<file path="src/verilog/fsb_pkg.sv">
/*
 * Shared constants and carrier types for the flash sector security and boot
 * configuration block: register offsets, command codes, field masks and the
 * values that the nonvolatile bytes hold after reset.
 * Assumes a single 200 MHz clock and a 32-bit AHB-Lite register bus.
 */
package fsb_pkg;
    localparam int NUM_SECTORS = 8;

    // Register byte offsets
    localparam logic [7:0] OFS_CMD = 8'h00;
    localparam logic [7:0] OFS_DATA = 8'h04;
    localparam logic [7:0] OFS_STATUS = 8'h08;
    localparam logic [7:0] OFS_FIRST_USER_CONFIG_BYTE = 8'h0C;
    localparam logic [7:0] OFS_BOOT_PAGE = 8'h10;
    localparam logic [7:0] OFS_BOOT_FLAGS = 8'h14;
    localparam logic [7:0] OFS_RESET_VEC = 8'h18;
    localparam logic [7:0] OFS_GUARD_BASE = 8'h20;
    localparam logic [7:0] OFS_GUARD_LAST = 8'h3C;

    // Command codes in bits 7:0 of the command word; target in bits 11:8
    localparam logic [7:0] CMD_PROGRAM = 8'h01;
    localparam logic [7:0] CMD_ERASE_PAGE = 8'h02;
    localparam logic [7:0] CMD_ERASE_SECTOR = 8'h03;
    localparam logic [7:0] CMD_ERASE_GLOBAL = 8'h04;
    localparam logic [7:0] CMD_CRC_SECTOR = 8'h05;
    localparam logic [7:0] CMD_CRC_GLOBAL = 8'h06;
    localparam logic [7:0] CMD_PROG_CFG = 8'h07;
    localparam logic [7:0] CMD_SET_WE = 8'h08;
    localparam logic [7:0] CMD_CLEAR_WE = 8'h09;
    localparam logic [7:0] CMD_CFG_UNLOCK = 8'h0A;
    localparam logic [7:0] UNLOCK_KEY = 8'h96;

    // Configuration targets of CMD_PROG_CFG above the guard bytes 0..7
    localparam logic [3:0] TGT_BOOT_PAGE = 4'h8;
    localparam logic [3:0] TGT_BOOT_FLAGS = 4'h9;
    localparam logic [3:0] TGT_FIRST_USER_CONFIG_BYTE = 4'hA;

    // Guard byte fields
    localparam int GUARD_CODE_READ = 0;
    localparam int GUARD_PROG_ERASE = 1;
    localparam int GUARD_INSYS_ERASE = 2;
    localparam logic [7:0] GUARD_MASK = 8'h07;
    localparam logic [7:0] GUARD_RESET = 8'h00;

    // Boot page and boot flags fields
    localparam logic [7:0] BOOT_PAGE_MASK = 8'h1F;
    localparam logic [7:0] BOOT_PAGE_RESET = 8'h1F;
    localparam int FLAG_VECTOR_SEL = 0;
    localparam int FLAG_WRITE_ARM = 5;
    localparam int FLAG_CFG_LOCK = 6;
    localparam int FLAG_UNLOCK_BLOCK = 7;
    localparam logic [7:0] BOOT_FLAGS_MASK = 8'hE1;
    localparam logic [7:0] BOOT_FLAGS_RESET = 8'h01;
    localparam logic [7:0] FIRST_USER_CONFIG_BYTE_RESET = 8'h63;

    // Status bits
    localparam int ST_VIOLATION = 0;
    localparam int ST_WRITE_EN = 1;
    localparam int ST_CRC_INVALID = 2;
    localparam int ST_UNLOCK_PEND = 3;
    localparam int ST_REFUSED = 4;

    // Data returned by a table read of a read-locked sector
    localparam logic [7:0] INVALID_READ_DATA = 8'h00;

    typedef enum logic [1:0] {
        MODE_SERIAL_LOADER,
        MODE_IN_APPLICATION,
        MODE_IN_CIRCUIT,
        MODE_PARALLEL
    } fsb_mode_t;

    // Operation handed to the flash array and CRC engine
    typedef struct packed {
        logic valid;
        logic [7:0] code;
        logic [2:0] sector;
    } fsb_op_t;

    // Table read answer
    typedef struct packed {
        logic valid;
        logic [7:0] data;
    } fsb_read_t;
endpackage : fsb_pkg

</file>
<file path="src/verilog/fsb_security.sv">
/*
 * Flash sector security and boot configuration: holds the eight guard bytes,
 * the boot page, boot flags and first user configuration byte, screens the program,
 * erase, CRC and boot byte commands against the locks, filters table reads and drives the reset
 * vector and the internal write-enable flag.
 * Assumes a single clock, an AHB-Lite master, an access mode given by the
 * surrounding chip and a flash array and CRC engine that act on op_out.
 */
`timescale 1ns/100ps
module fsb_security
    import fsb_pkg::*;
(
    // Clock and reset
    input wire logic clock,
    input wire logic rst,
    // AHB-Lite slave
    input wire logic hsel,
    input wire logic [1:0] htrans,
    input wire logic hwrite,
    input wire logic [2:0] hsize,
    input wire logic [31:0] haddr,
    input wire logic [31:0] hwdata,
    input wire logic hready,
    output logic hreadyout,
    output logic hresp,
    output logic [31:0] hrdata,
    // Access mode of the issuing party
    input wire fsb_mode_t access_mode,
    // Table read port
    input wire logic read_req,
    input wire logic [2:0] read_sector,
    input wire logic [7:0] read_raw,
    output fsb_read_t read_out,
    // Flash operation towards array and CRC engine
    output fsb_op_t op_out,
    // Boot and write-enable state
    output logic boot_from_vector,
    output logic [15:0] reset_address,
    output logic write_enable
);
    typedef enum logic {
        ST_IDLE,
        ST_WAIT_KEY
    } fsb_state_t;

    logic wr_strobe;
    logic rd_load;
    logic [7:0] reg_addr;

    logic [NUM_SECTORS-1:0][7:0] guard_reg;
    logic [NUM_SECTORS-1:0][7:0] guard_next;
    logic [7:0] boot_page_reg;
    logic [7:0] boot_page_next;
    logic [7:0] boot_flags_reg;
    logic [7:0] boot_flags_next;
    logic [7:0] first_user_config_byte_reg;
    logic [7:0] first_user_config_byte_next;
    logic [7:0] data_reg;
    logic we_reg;
    logic we_next;
    logic violation_reg;
    logic crc_invalid_reg;
    logic crc_invalid_next;
    logic refused_reg;
    fsb_state_t state_reg;
    fsb_state_t state_next;
    fsb_op_t op_reg;
    fsb_op_t op_next;
    fsb_read_t read_reg;
    logic [31:0] hrdata_reg;
    logic vec_sel_reg;
    logic [15:0] reset_addr_reg;

    fsb_ahb_front u_front (
        .clock(clock),
        .rst(rst),
        .hsel(hsel),
        .htrans(htrans),
        .hwrite(hwrite),
        .haddr(haddr),
        .hready(hready),
        .hreadyout(hreadyout),
        .wr_strobe(wr_strobe),
        .rd_load(rd_load),
        .reg_addr(reg_addr)
    );

    // Command word fields
    wire [7:0] cmd_code = hwdata[7:0];
    wire [3:0] cmd_target = hwdata[11:8];
    wire [2:0] cmd_sector = hwdata[10:8];

    logic sel_code_read;
    logic sel_prog_erase;
    logic sel_insys_erase;
    logic read_locked;
    logic any_code_read;

    fsb_guard_check u_guard (
        .guard(guard_reg),
        .cmd_sector(cmd_sector),
        .read_sector(read_sector),
        .sel_code_read(sel_code_read),
        .sel_prog_erase(sel_prog_erase),
        .sel_insys_erase(sel_insys_erase),
        .read_locked(read_locked),
        .any_code_read(any_code_read)
    );

    // Bus decode
    wire wr_cmd = wr_strobe & (reg_addr == OFS_CMD);
    wire wr_data = wr_strobe & (reg_addr == OFS_DATA);
    wire wr_status = wr_strobe & (reg_addr == OFS_STATUS);
    wire in_guard = (reg_addr >= OFS_GUARD_BASE) & (reg_addr <= OFS_GUARD_LAST);
    wire [2:0] guard_idx = reg_addr[4:2];

    // Mode and lock decode
    wire programmer = (access_mode == MODE_IN_CIRCUIT) | (access_mode == MODE_PARALLEL);
    wire write_arm = boot_flags_reg[FLAG_WRITE_ARM];
    wire cfg_lock = boot_flags_reg[FLAG_CFG_LOCK];
    wire unlock_block = boot_flags_reg[FLAG_UNLOCK_BLOCK];

    wire is_prog = wr_cmd & (cmd_code == CMD_PROGRAM);
    wire is_page = wr_cmd & (cmd_code == CMD_ERASE_PAGE);
    wire is_sect = wr_cmd & (cmd_code == CMD_ERASE_SECTOR);
    wire is_glob = wr_cmd & (cmd_code == CMD_ERASE_GLOBAL);
    wire is_crc_s = wr_cmd & (cmd_code == CMD_CRC_SECTOR);
    wire is_crc_g = wr_cmd & (cmd_code == CMD_CRC_GLOBAL);
    wire is_cfg = wr_cmd & (cmd_code == CMD_PROG_CFG);
    wire is_set_we = wr_cmd & (cmd_code == CMD_SET_WE);
    wire is_clr_we = wr_cmd & (cmd_code == CMD_CLEAR_WE);
    wire is_unlock = wr_cmd & (cmd_code == CMD_CFG_UNLOCK);

    // Read lock alone never enters the program or erase checks
    wire prog_block = sel_prog_erase | sel_insys_erase;
    wire sect_block = sel_insys_erase;
    // A global erase is a programmer-only command
    wire glob_block = ~programmer;
    wire crc_s_block = sel_code_read;
    wire crc_g_block = any_code_read;

    wire changes_array = is_prog | is_page | is_sect | is_glob;
    wire lock_hit = ((is_prog | is_page) & prog_block) | (is_sect & sect_block)
                  | (is_glob & glob_block);
    wire crc_hit = (is_crc_s & crc_s_block) | (is_crc_g & crc_g_block);
    wire set_violation = lock_hit | crc_hit;
    // Array changes also need the write-enable flag; a lock violation wins
    wire we_refused = changes_array & ~lock_hit & ~we_reg;
    wire issue_array = changes_array & ~lock_hit & we_reg;
    wire issue_crc = (is_crc_s & ~crc_s_block) | (is_crc_g & ~crc_g_block);

    wire cfg_guard = is_cfg & (cmd_target < TGT_BOOT_PAGE);
    wire cfg_locked_tgt = is_cfg & ((cmd_target == TGT_BOOT_PAGE)
                        | (cmd_target == TGT_BOOT_FLAGS) | (cmd_target == TGT_FIRST_USER_CONFIG_BYTE));
    wire cfg_refused = cfg_locked_tgt & cfg_lock;
    wire cfg_write = cfg_locked_tgt & ~cfg_lock;
    // Unlock is dropped in in-system modes while the block bit is set
    wire unlock_taken = is_unlock & (programmer | ~unlock_block);
    wire key_ok = (state_reg == ST_WAIT_KEY) & wr_data & (hwdata[7:0] == UNLOCK_KEY);
    wire set_refused = cfg_refused | we_refused;

    // Nonvolatile byte updates
    always_comb begin
        guard_next = guard_reg;
        boot_page_next = boot_page_reg;
        boot_flags_next = boot_flags_reg;
        first_user_config_byte_next = first_user_config_byte_reg;
        if (is_sect & issue_array) begin
            // Read lock and program-erase lock leave only with their sector
            guard_next[cmd_sector] = GUARD_RESET;
        end
        if (is_glob & issue_array) begin
            for (int s = 0; s < NUM_SECTORS; s++) begin
                guard_next[s] = GUARD_RESET;
            end
        end
        if (cfg_guard) begin
            // Programming only sets bits; erase is the sole way back
            guard_next[cmd_sector] = guard_reg[cmd_sector] | (data_reg & GUARD_MASK);
        end
        if (cfg_write & (cmd_target == TGT_BOOT_PAGE)) begin
            boot_page_next = data_reg & BOOT_PAGE_MASK;
        end
        if (cfg_write & (cmd_target == TGT_BOOT_FLAGS)) begin
            boot_flags_next = data_reg & BOOT_FLAGS_MASK;
        end
        if (cfg_write & (cmd_target == TGT_FIRST_USER_CONFIG_BYTE)) begin
            first_user_config_byte_next = data_reg;
        end
        if (key_ok) begin
            boot_flags_next[FLAG_CFG_LOCK] = 1'b0;
            if (programmer) begin
                boot_flags_next[FLAG_UNLOCK_BLOCK] = 1'b0;
            end
        end
    end

    // Unlock sequence: any bus write other than an accepted unlock command ends the wait, the key write included
    always_comb begin
        state_next = state_reg;
        case (state_reg)
            ST_IDLE: begin
                if (unlock_taken) begin
                    state_next = ST_WAIT_KEY;
                end
            end
            ST_WAIT_KEY: begin
                if (wr_strobe) begin
                    state_next = unlock_taken ? ST_WAIT_KEY : ST_IDLE;
                end
            end
            default: begin
                state_next = ST_IDLE;
            end
        endcase
    end

    // Write-enable flag
    always_comb begin
        we_next = we_reg;
        if (!write_arm) begin
            we_next = 1'b1;
        end else if (is_set_we) begin
            we_next = 1'b1;
        end else if (is_clr_we) begin
            we_next = 1'b0;
        end
    end

    always_comb begin
        crc_invalid_next = crc_invalid_reg;
        if (crc_hit) begin
            crc_invalid_next = 1'b1;
        end else if (issue_crc) begin
            crc_invalid_next = 1'b0;
        end else if (wr_status & hwdata[ST_CRC_INVALID]) begin
            crc_invalid_next = 1'b0;
        end
    end

    // Aborted commands never reach the array or the CRC engine
    always_comb begin
        op_next.valid = issue_array | issue_crc;
        op_next.code = cmd_code;
        op_next.sector = cmd_sector;
    end

    // Register read mux
    wire [7:0] guard_rd = guard_reg[guard_idx];
    wire [7:0] status_rd = {3'h0, refused_reg, state_reg == ST_WAIT_KEY, crc_invalid_reg,
                            we_reg, violation_reg};
    wire [31:0] rd_mux = (reg_addr == OFS_DATA) ? {24'h000000, data_reg}
                       : (reg_addr == OFS_STATUS) ? {24'h000000, status_rd}
                       : (reg_addr == OFS_FIRST_USER_CONFIG_BYTE) ? {24'h000000, first_user_config_byte_reg}
                       : (reg_addr == OFS_BOOT_PAGE) ? {24'h000000, boot_page_reg}
                       : (reg_addr == OFS_BOOT_FLAGS) ? {24'h000000, boot_flags_reg}
                       : (reg_addr == OFS_RESET_VEC) ? {16'h0000, reset_addr_reg}
                       : in_guard ? {24'h000000, guard_rd}
                       : 32'h00000000;

    // Boot vector address from the boot page byte
    wire [15:0] vec_addr = {boot_page_reg & BOOT_PAGE_MASK, 8'h00};

    always_ff @(posedge clock or posedge rst) begin
        if (rst) begin
            guard_reg <= {NUM_SECTORS{GUARD_RESET}};
            boot_page_reg <= BOOT_PAGE_RESET;
            boot_flags_reg <= BOOT_FLAGS_RESET;
            first_user_config_byte_reg <= FIRST_USER_CONFIG_BYTE_RESET;
        end else begin
            guard_reg <= guard_next;
            boot_page_reg <= boot_page_next;
            boot_flags_reg <= boot_flags_next;
            first_user_config_byte_reg <= first_user_config_byte_next;
        end
    end

    always_ff @(posedge clock or posedge rst) begin
        if (rst) begin
            data_reg <= 8'h00;
            we_reg <= 1'b1;
            state_reg <= ST_IDLE;
            crc_invalid_reg <= 1'b0;
            op_reg <= '0;
        end else begin
            if (wr_data) begin
                data_reg <= hwdata[7:0];
            end
            we_reg <= we_next;
            state_reg <= state_next;
            crc_invalid_reg <= crc_invalid_next;
            op_reg <= op_next;
        end
    end

    // Sticky flags: a new event wins over a clear in the same cycle
    always_ff @(posedge clock or posedge rst) begin
        if (rst) begin
            violation_reg <= 1'b0;
            refused_reg <= 1'b0;
        end else begin
            violation_reg <= set_violation
                           | (violation_reg & ~(wr_status & hwdata[ST_VIOLATION]));
            refused_reg <= set_refused | (refused_reg & ~(wr_status & hwdata[ST_REFUSED]));
        end
    end

    // Table read filter adds one cycle of latency
    always_ff @(posedge clock or posedge rst) begin
        if (rst) begin
            read_reg <= '0;
        end else begin
            read_reg.valid <= read_req;
            read_reg.data <= read_locked ? INVALID_READ_DATA : read_raw;
        end
    end

    // Boot outputs track the bytes so a chip reset samples the current value
    always_ff @(posedge clock or posedge rst) begin
        if (rst) begin
            vec_sel_reg <= 1'b1;
            reset_addr_reg <= 16'h0000;
            hrdata_reg <= 32'h00000000;
        end else begin
            vec_sel_reg <= boot_flags_reg[FLAG_VECTOR_SEL];
            reset_addr_reg <= vec_addr;
            if (rd_load) begin
                hrdata_reg <= rd_mux;
            end
        end
    end

    assign hresp = 1'b0;
    assign hrdata = hrdata_reg;
    assign read_out = read_reg;
    assign op_out = op_reg;
    assign boot_from_vector = vec_sel_reg;
    assign reset_address = reset_addr_reg;
    assign write_enable = we_reg;
endmodule : fsb_security

</file>
<file path="src/verilog/fsb_ahb_front.sv">
/*
 * AHB-Lite slave front end: takes the address phase, gives a write strobe
 * during a write data phase and inserts one wait state before read data.
 * Assumes a single slave whose hreadyout is the bus hready.
 */
`timescale 1ns/100ps
module fsb_ahb_front (
    // Clock and reset
    input wire logic clock,
    input wire logic rst,
    // Address phase
    input wire logic hsel,
    input wire logic [1:0] htrans,
    input wire logic hwrite,
    input wire logic [31:0] haddr,
    input wire logic hready,
    output logic hreadyout,
    // Towards the register file
    output logic wr_strobe,
    output logic rd_load,
    output logic [7:0] reg_addr
);
    logic wr_phase_reg;
    logic rd_wait_reg;
    logic ready_reg;
    logic [7:0] addr_reg;
    wire take = hsel & htrans[1] & hready;

    always_ff @(posedge clock or posedge rst) begin
        if (rst) begin
            wr_phase_reg <= 1'b0;
            rd_wait_reg <= 1'b0;
            ready_reg <= 1'b1;
            addr_reg <= 8'h00;
        end else begin
            wr_phase_reg <= take & hwrite;
            rd_wait_reg <= take & ~hwrite;
            // Wait state lets read data come from a flip-flop
            ready_reg <= ~(take & ~hwrite);
            if (take) begin
                addr_reg <= haddr[7:0];
            end
        end
    end

    assign hreadyout = ready_reg;
    assign wr_strobe = wr_phase_reg;
    assign rd_load = rd_wait_reg;
    assign reg_addr = addr_reg;
endmodule : fsb_ahb_front

</file>
<file path="src/verilog/fsb_guard_check.sv">
/*
 * Per-sector lock decode: splits each guard byte into its three locks and
 * selects the locks of one addressed sector and the read lock of one table-read sector.
 * Assumes guard bytes already carry zero in their reserved bits.
 */
`timescale 1ns/100ps
module fsb_guard_check
    import fsb_pkg::*;
(
    // Guard bytes
    input wire logic [NUM_SECTORS-1:0][7:0] guard,
    // Sector selects
    input wire logic [2:0] cmd_sector,
    input wire logic [2:0] read_sector,
    // Decoded locks
    output logic sel_code_read,
    output logic sel_prog_erase,
    output logic sel_insys_erase,
    output logic read_locked,
    output logic any_code_read
);
    logic [NUM_SECTORS-1:0] code_read;
    logic [NUM_SECTORS-1:0] prog_erase;
    logic [NUM_SECTORS-1:0] insys_erase;

    genvar i;
    generate
        for (i = 0; i < NUM_SECTORS; i++) begin : g_sector
            assign code_read[i] = guard[i][GUARD_CODE_READ];
            assign prog_erase[i] = guard[i][GUARD_PROG_ERASE];
            assign insys_erase[i] = guard[i][GUARD_INSYS_ERASE];
        end
    endgenerate

    assign sel_code_read = code_read[cmd_sector];
    assign sel_prog_erase = prog_erase[cmd_sector];
    assign sel_insys_erase = insys_erase[cmd_sector];
    assign read_locked = code_read[read_sector];
    assign any_code_read = |code_read;
endmodule : fsb_guard_check

</file>
<file path="config.mk">
export PLATFORM = sky130hd
export DESIGN_NAME = fsb_security
export DESIGN_NICKNAME = d
export VERILOG_FILES = /design/src/verilog/fsb_pkg.sv /design/src/verilog/fsb_security.sv /design/src/verilog/fsb_ahb_front.sv /design/src/verilog/fsb_guard_check.sv
export SDC_FILE = /design/constraint.sdc
export NUM_CORES = 1
export LEC_CHECK = 0
export BUFFER_PORTS_ARGS = -buffer_cell sky130_fd_sc_hd__buf_2
export CAP_MARGIN = 20
export CORE_MARGIN = 2
export CORE_UTILIZATION = 57
export CTS_BUF_LIST = sky130_fd_sc_hd__clkbuf_8
export DETAILED_ROUTE_END_ITERATION = 16
export HOLD_SLACK_MARGIN = 0.03
export PLACE_DENSITY = 0.85
export SLEW_MARGIN = 10
export SYNTH_ARGS = -nofsm -noshare
export SYNTH_HDL_FRONTEND = slang
export SYNTH_SLANG_ARGS = --single-unit
</file>
<file path="constraint.sdc">
create_clock -name clock -period 6.05 [get_ports clock]
set_input_delay 1.21 -clock clock [delete_from_list [all_inputs] [get_ports clock]]
set_output_delay 1.21 -clock clock [all_outputs]
set_load 0.005 [all_outputs]
</file>
==> results of run 1 <==
## worst paths after layout
check	from	endpoint	cells past startpoint
worst min register to register	boot_flags_reg[0]$_DFFE_PP1P_	boot_from_vector$_DFF_PP1_	0
worst max-delay path	hwdata[10]	guard_reg[27]$_DFF_PP0_	6
max in group asynchronous	rst	guard_reg[27]$_DFF_PP0_	3
worst min-delay path	boot_flags_reg[0]$_DFFE_PP1P_	boot_from_vector$_DFF_PP1_	0
worst max register to register	u_front.reg_addr[6]$_DFFE_PP0P_	guard_reg[16]$_DFF_PP0_	5
min in group asynchronous	rst	guard_reg[40]$_DFF_PP0_	2
## through the flow
step	total power, µW	utilization	worst slack [ns]	cell area (µm²)
2_1_floorplan	1219	-	0.9669	7537
3_3_place_gp	1272	0.6167	2.148	7814
3_5_place_dp	1281	0.6167	2.003	7814
4_1_cts	2240	0.6568	2.480	8322
5_1_grt	2314	0.6579	2.317	8337
6_report	2240	0.6579	2.395	8337
## layer usage
layer / vias up / wire [µm] / part of all wire
met5: - / 0 / 0
met4: 0 / 980 / 0.048
met3: 88 / 2132 / 0.10
met2: 440 / 10050 / 0.49
met1: 3010 / 7301 / 0.36
li1: 2615 / - / -
## cells by family after synthesis
| group | after synthesis |
|---|---|
| simple gates | 219 |
| flops | 145 |
| compound gates | 143 |
| mux | 84 |
| buf+inv | 84 |
| other cells | 1 |
## cells in the final DEF (no fill, tap or decap), types with 6 or more instances in the layout
| cell type | synthesis | layout |
|---|---|---|
| sky130_fd_sc_hd__nor2b_1 | 13 | 13 |
| sky130_fd_sc_hd__conb_1 | 1 | 31 |
| sky130_fd_sc_hd__nor4_1 | 6 | 6 |
| sky130_fd_sc_hd__mux4_2 | 25 | 25 |
| sky130_fd_sc_hd__buf_2 | 2 | 80 |
| sky130_fd_sc_hd__and3_1 | 7 | 7 |
| sky130_fd_sc_hd__o211ai_1 | 6 | 6 |
| sky130_fd_sc_hd__dfstp_2 | 13 | 13 |
| sky130_fd_sc_hd__dfrtp_1 | 132 | 132 |
| sky130_fd_sc_hd__o21ai_0 | 78 | 78 |
| sky130_fd_sc_hd__nand2b_1 | 8 | 8 |
| sky130_fd_sc_hd__nand2_1 | 26 | 26 |
| sky130_fd_sc_hd__buf_4 | 31 | 6 |
| sky130_fd_sc_hd__inv_1 | 16 | 17 |
| sky130_fd_sc_hd__o2111ai_1 | 9 | 9 |
| sky130_fd_sc_hd__clkbuf_8 | 0 | 18 |
| sky130_fd_sc_hd__nand4_1 | 24 | 24 |
| sky130_fd_sc_hd__bufinv_16 | 0 | 7 |
| sky130_fd_sc_hd__mux2i_1 | 23 | 23 |
| sky130_fd_sc_hd__a21oi_1 | 14 | 14 |
| sky130_fd_sc_hd__a22o_1 | 8 | 8 |
| sky130_fd_sc_hd__mux2_2 | 34 | 34 |
| sky130_fd_sc_hd__and2_1 | 16 | 16 |
| sky130_fd_sc_hd__a221oi_1 | 6 | 6 |
| sky130_fd_sc_hd__nand3_1 | 54 | 54 |
| sky130_fd_sc_hd__nor2_1 | 32 | 32 |
## power by group
group,switching (µW),internal [µW]
registers,31.5,1000
logic,150,88.9
clock network,382,586
total,564,1680
## area by class of cell
class,instances,area [µm²],area share
Inverter,16,65.06,0.007804
Clock buffer,18,247.7,0.02972
Sequential cell,145,3645,0.4372
Timing Repair Buffer,86,445.4,0.05343
Clock inverter,14,260.3,0.03122
Tap cell,172,215.2,0.02581
Multi-Input combinational cell,477,3458,0.4148
==> flow_summary.ini, run 1 <==
[synth]
synthTopCellsByArea = sky130_fd_sc_hd__dfrtp_1 44%, sky130_fd_sc_hd__mux4_2 7.6%, sky130_fd_sc_hd__o21ai_0 5.3%, sky130_fd_sc_hd__mux2_2 5.2%, sky130_fd_sc_hd__dfstp_2 4.6%
synth_enable_flop_cells = 0
yosysWarnings = 0
synth-xor-area-share = 0
synth-compound-area-share = 0.1185
synth_largest_type_area_fraction = 0.4449
synth_flop_cell = sky130_fd_sc_hd__dfrtp_1
synth.distinct_cells = 59
syn_area_um2 = 7425
synth.cells.most_frequent = 132 x sky130_fd_sc_hd__dfrtp_1, 78 x sky130_fd_sc_hd__o21ai_0, 54 x sky130_fd_sc_hd__nand3_1
synth.area.mux_share = 0.1625
asyncSetResetFlopFracSynth = 1.000
synth_seq_cells = 145
top_count_cell_post_synth = sky130_fd_sc_hd__dfrtp_1
ys_seq_area_frac = 0.4909
synthesis.area_per_instance_um2 = 10.98
synthDominantAreaCellType = sky130_fd_sc_hd__dfrtp_1
synthCells = 676
synth_fa_ha_area_frac = 0
synth_top_family_by_area = simple AND/OR/NAND/NOR gates
simple_gate_portion_of_the_synthesized_area = 0.1692

[sta]
finClkSkew_ns = 0.01868
slew_headroom = 0.2351
rsz0062_at_grt = no
max_freq_ghz = 0.2736
finalSetupViolCount = 0
timing_worst_slew_pin_value_ns = 1.146
min_period_ns = 3.655
timing_max_transition_violations_final = 0
hold_viol = 0
whs_ns = 0.3924
period_share = 0.6041
fin_setup_tns_ns = 0

[clock_network]
post-cts-setup-buffer-count = 0
clock_tree.buffer_depth = 2
clock_tree_from_tritoncts = built
worst_setup_hold_path_clk_slew_ns = 0.08
cts_htree_levels = 4
hold_buffers = 0
cts-buffers-inserted = 17
cts_sinks = 145
clock_insertion_delay_worst_skew_ns = 0.47
post_cts.resized_instances = 0
clock-root-buffer = sky130_fd_sc_hd__clkbuf_8

[run]
max_cap_viol_count = 0

[placement]
dp.final_hpwl_um = 13160
place.port_buffers = 80
gpl.final_weighted_congestion = 0.9307
placedCellCount = 894

[routing]
detail_route.drc_violations = 0
antenna_violating_nets_post_route = 0
drtIter0Drc = 794
via_per_inst = 6.630
avgRoutedWirePerCell_um = 22.05
detailedRoute.firstPassIterationCount = 5
detailroute.via_count = 6153
wl_um = 20460

[critical_path]
arrival_ns = 3.96
path_delay_family = compound AO/OA/AOI/OAI gates
path_max_fanout = 43
path_buf_inv = 1
crit_path_cell_trace = buf_2 -> mux2_2 -> o22ai_1 -> o2111ai_1 -> nand4_1 -> o21ai_0
r2r_slack_ns = 2.68
end_kind = flip-flop
crit_slowest_cell = sky130_fd_sc_hd__o2111ai_1
critical_path.max_stage_delay_ns = 0.69
crit_path_start_kind = input pin
timing_worst_setup_path_type = in -> reg
worst-endpoint-required_ns = 6.36

[die]
fp-row-count = 41
design.portCount = 161
design.core.area_um2 = 12670
die_w_um = 118.1
die_area_um2 = 13950
initial_core_util = 0.5860
die_h_um = 118.1

[hold_path]
hold_path.class = reg -> reg

[grt]
met3_usage = 0.07577
grtUsageMet1 = 0.3773
grt_max_degree = 97
most_utilized_layer_in_the_global_route_result = met2
grt_first_pass_wirelength_um = 32140
grtUsageTotal = 0.2989
met2_usage = 0.4642
grt_antenna_before_repair = 0
number_of_global_route_vias_before_repair = 5938
grt_remaining_overflow = 0

[cells_and_area]
layout_filler_cell_count = 945
post_route_cells_drive_above_1_share = 0.2712
largest_reg_flops = 64
final_non_filler_cells = 928
final_nets = 831
antenna_cells = 0
layout_stage_area_growth_over_the_synthesis_result_pct = 12.29

[power_and_ir_drop]
cellLeakagePower_uw = 0.003651
irDropWorstVdd_v = 0.0001562
power-per-cell-area_nw_per_um2 = 268.7

[run_status]
run_status = completed
Note: power is estimated with default switching activity, not from simulation.
==> run 2: changes to the inputs <==
- ABC_AREA: not set -> 1
- PLACE_DENSITY: 0.85 -> 0.84
- clock period: 6.05 -> 3.6 ns (I/O delays scaled with it)
==> run 2 against run 1 <==
Worst setup slack lost 1.8 ns. Register-to-register slack lost 2.1 ns. Count of clock-buffer cells in the layout stayed put. Critical path depth is 7 higher. Clock power grew 23%. First-iteration DRC count down 0.25%. Largest power group unchanged. Hold slack worse by 0.19 ns. Non-clock buffer count rose by 8. Cell count is 45% higher. Final area increased by 4.5%. Via count increased by 17%. Global-route usage is 0.33 points lower. Highest routed layer unchanged.
==> flow_summary.ini, run 2 <==
[synth]
synth_enable_flop_cells = 0
synthTopCellsByArea = sky130_fd_sc_hd__dfrtp_1 42%, sky130_fd_sc_hd__nand2_1 20%, sky130_fd_sc_hd__inv_1 8.3%, sky130_fd_sc_hd__dfstp_2 4.3%, sky130_fd_sc_hd__buf_4 3.2%
synthesis.area_per_instance_um2 = 7.359
top_count_cell_post_synth = sky130_fd_sc_hd__nand2_1
synth.cells.most_frequent = 425 x sky130_fd_sc_hd__nand2_1, 173 x sky130_fd_sc_hd__inv_1, 132 x sky130_fd_sc_hd__dfrtp_1
synth.distinct_cells = 44
synth_largest_type_area_fraction = 0.4199
syn_area_um2 = 7866
synthCells = 1069
yosysWarnings = 0
synth_seq_cells = 145
synthDominantAreaCellType = sky130_fd_sc_hd__dfrtp_1
asyncSetResetFlopFracSynth = 1.000
synth_flop_cell = sky130_fd_sc_hd__dfrtp_1
ys_seq_area_frac = 0.4633

[cells_and_area]
antenna_cells = 0
mostFrequentLayoutCells = 425 x sky130_fd_sc_hd__nand2_1, 172 x sky130_fd_sc_hd__inv_1, 132 x sky130_fd_sc_hd__dfrtp_1
final_non_filler_cells = 1347
final_nets = 1246
layout_stage_area_growth_over_the_synthesis_result_pct = 10.77
largest_reg_flops = 64
final_util = 0.6528
layout_filler_cell_count = 1152
post_route_cells_drive_above_1_share = 0.1554
mostFrequentLayoutCell = sky130_fd_sc_hd__nand2_1

[die]
die_h_um = 121.5
design.portCount = 161
initial_core_util = 0.5893
fp-row-count = 42
die_w_um = 121.5
die_area_um2 = 14760
design.core.area_um2 = 13350

[critical_path]
r2r-start = u_front.reg_addr[4]$_DFFE_PP0P_
timing_worst_setup_path_type = reg -> reg
arrival_ns = 3.41
worst-endpoint-required_ns = 3.96
crit_path_start_kind = flip-flop
crit_path_cell_trace = inv_2 -> nand2_1 -> nor2_1 -> nand3_2 -> nor2_1 -> nand2_1 -> nand2_1 -> nor2_2 -> nand4_4 -> nand2_1 -> inv_1 -> nand2_1 -> nand2_1
r2r_slack_ns = 0.55
worstReg2RegEnd = guard_reg[59]$_DFF_PP0_
crit_top_cell = sky130_fd_sc_hd__nand2_1
critical_path.max_stage_delay_ns = 0.77
path_delay_family = simple AND/OR/NAND/NOR gates
end_kind = flip-flop
path_buf_inv = 2
worstRegToRegCells = 13
crit_slowest_cell = sky130_fd_sc_hd__nand4_4
path_max_fanout = 64

[clock_network]
hold_buffers = 0
cts-buffers-inserted = 17
worst_setup_hold_path_clk_slew_ns = 0.08
post-cts-setup-buffer-count = 0
clock_tree.buffer_depth = 2
clock_tree_from_tritoncts = built
cts_sinks = 145
clock-root-buffer = sky130_fd_sc_hd__clkbuf_8
post_cts.resized_instances = 0
clock_insertion_delay_worst_skew_ns = 0.46
cts_htree_levels = 4

[grt]
grt_first_pass_wirelength_um = 33170
grt_remaining_overflow = 0
number_of_global_route_vias_before_repair = 6606
grt_max_degree = 65
grt_antenna_before_repair = 0
grtUsageTotal = 0.2955

[power_and_ir_drop]
intPower_uw = 2370
power-per-cell-area_nw_per_um2 = 379.6
netSwitchingFraction = 0.2833
net-switching-power_uw = 937.1
power.clock.fraction = 0.359
cellLeakagePower_uw = 0.004984
pwr-share-seq = 0.519
irDropWorstVdd_v = 0.0002593
combinational_cell_fraction_of_total_power = 0.121

[sta]
period_share = 0.8466
finClkSkew_ns = 0.01156
min_period_ns = 3.048
timing_worst_slew_pin_value_ns = 0.9782
timing_max_transition_violations_final = 0
slew_headroom = 0.3466
finalSetupViolCount = 0
max_freq_ghz = 0.3281
hold_viol = 0
rsz0062_at_grt = no
whs_ns = 0.2047
fin_setup_tns_ns = 0

[run]
max_cap_viol_count = 0

[hold_path]
hold_path.class = in -> async

[routing]
via_per_inst = 5.357
avgRoutedWirePerCell_um = 15.41
detailedRoute.firstPassIterationCount = 5
detail_route.drc_violations = 0
drtIter0Drc = 792
wl_um = 20750
antenna_violating_nets_post_route = 0
detailroute.via_count = 7216

[placement]
place.port_buffers = 80
placedCellCount = 1314
dp.final_hpwl_um = 14480
gpl.final_weighted_congestion = 0.9525

[run_status]
run_status = completed
## run 2: cell types whose count changed after synthesis, moves of 14 or more
cell / before / now
sky130_fd_sc_hd__and2_1: 16 / 0
sky130_fd_sc_hd__inv_1: 16 / 173
sky130_fd_sc_hd__mux2i_1: 23 / 2
sky130_fd_sc_hd__nand2_1: 26 / 425
sky130_fd_sc_hd__o21ai_0: 78 / 38
sky130_fd_sc_hd__mux2_2: 34 / 2
sky130_fd_sc_hd__nand3_1: 54 / 35
sky130_fd_sc_hd__nor2_1: 32 / 46
sky130_fd_sc_hd__mux4_2: 25 / 0
sky130_fd_sc_hd__clkbuf_1: 27 / 7
## run 2: power groups by stage
stage	registers (µW)	clock network, µW	logic, µW
finish	1720	1190	402
global route	1720	1270	449
CTS	1720	1200	394
detailed placement	1750	0	392
global placement	1740	0	384
floorplan	1730	0	284
## run 2: routing by layer
metal	GRT usage	routed length (µm)	share of wire	vias up
li1	-	-	-	3438
met1	0.3846	8284	0.40	3291
met2	0.4551	9397	0.45	388
met3	0.07143	2017	0.097	99
met4	0.1624	1053	0.051	0
met5	0	0	0	-
## run 2: worst max-delay path by stage
stage / cells past startpoint / start / endpoint / slack [ns]
final: 13 / u_front.reg_addr[4]$_DFFE_PP0P_ / guard_reg[59]$_DFF_PP0_ / 0.55
after global routing: 13 / u_front.reg_addr[4]$_DFFE_PP0P_ / guard_reg[32]$_DFF_PP0_ / 0.35
after CTS: 13 / u_front.reg_addr[4]$_DFFE_PP0P_ / guard_reg[59]$_DFF_PP0_ / 0.66
after detailed placement: 16 / hwdata[8] / guard_reg[59]$_DFF_PP0_ / 0.31
after global placement: 16 / hwdata[8] / guard_reg[42]$_DFF_PP0_ / 0.38
after floorplan: 1 / rst / boot_flags_reg[5]$_DFFE_PP0P_ / 1.07
## run 2: kinds of logic after synthesis
| family | share of synthesized area |
|---|---|
| other | 0.0004767 |
| DFF | 0.4633 |
| AOI/OAI and AO/OA | 0.09544 |
| and+or+nand+nor | 0.3006 |
| buffers and inverters | 0.1347 |
| muxes | 0.005408 |
## run 2: area by class of cell
| type | instances | area, µm² | area share |
|---|---|---|---|
| Inverter | 176 | 666.9 | 0.07654 |
| Tap cell | 176 | 220.2 | 0.02527 |
| Timing Repair Buffer | 94 | 543.0 | 0.06232 |
| Clock inverter | 14 | 116.4 | 0.01335 |
| Multi-Input combinational cell | 724 | 3274 | 0.3758 |
| Sequential cell | 145 | 3645 | 0.4183 |
| Clock buffer | 18 | 247.7 | 0.02843 |
## run 2: metrics by stage
| stage | instance area [µm²] | worst slack (ns) | power [µW] |
|---|---|---|---|
| global route | 8713 | 0.3488 | 3441 |
| CTS | 8693 | 0.6552 | 3314 |
| finish | 8713 | 0.5521 | 3307 |
| floorplan | 7983 | 1.072 | 2015 |
| global placement | 8329 | 0.3817 | 2128 |
| detailed placement | 8329 | 0.3117 | 2139 |
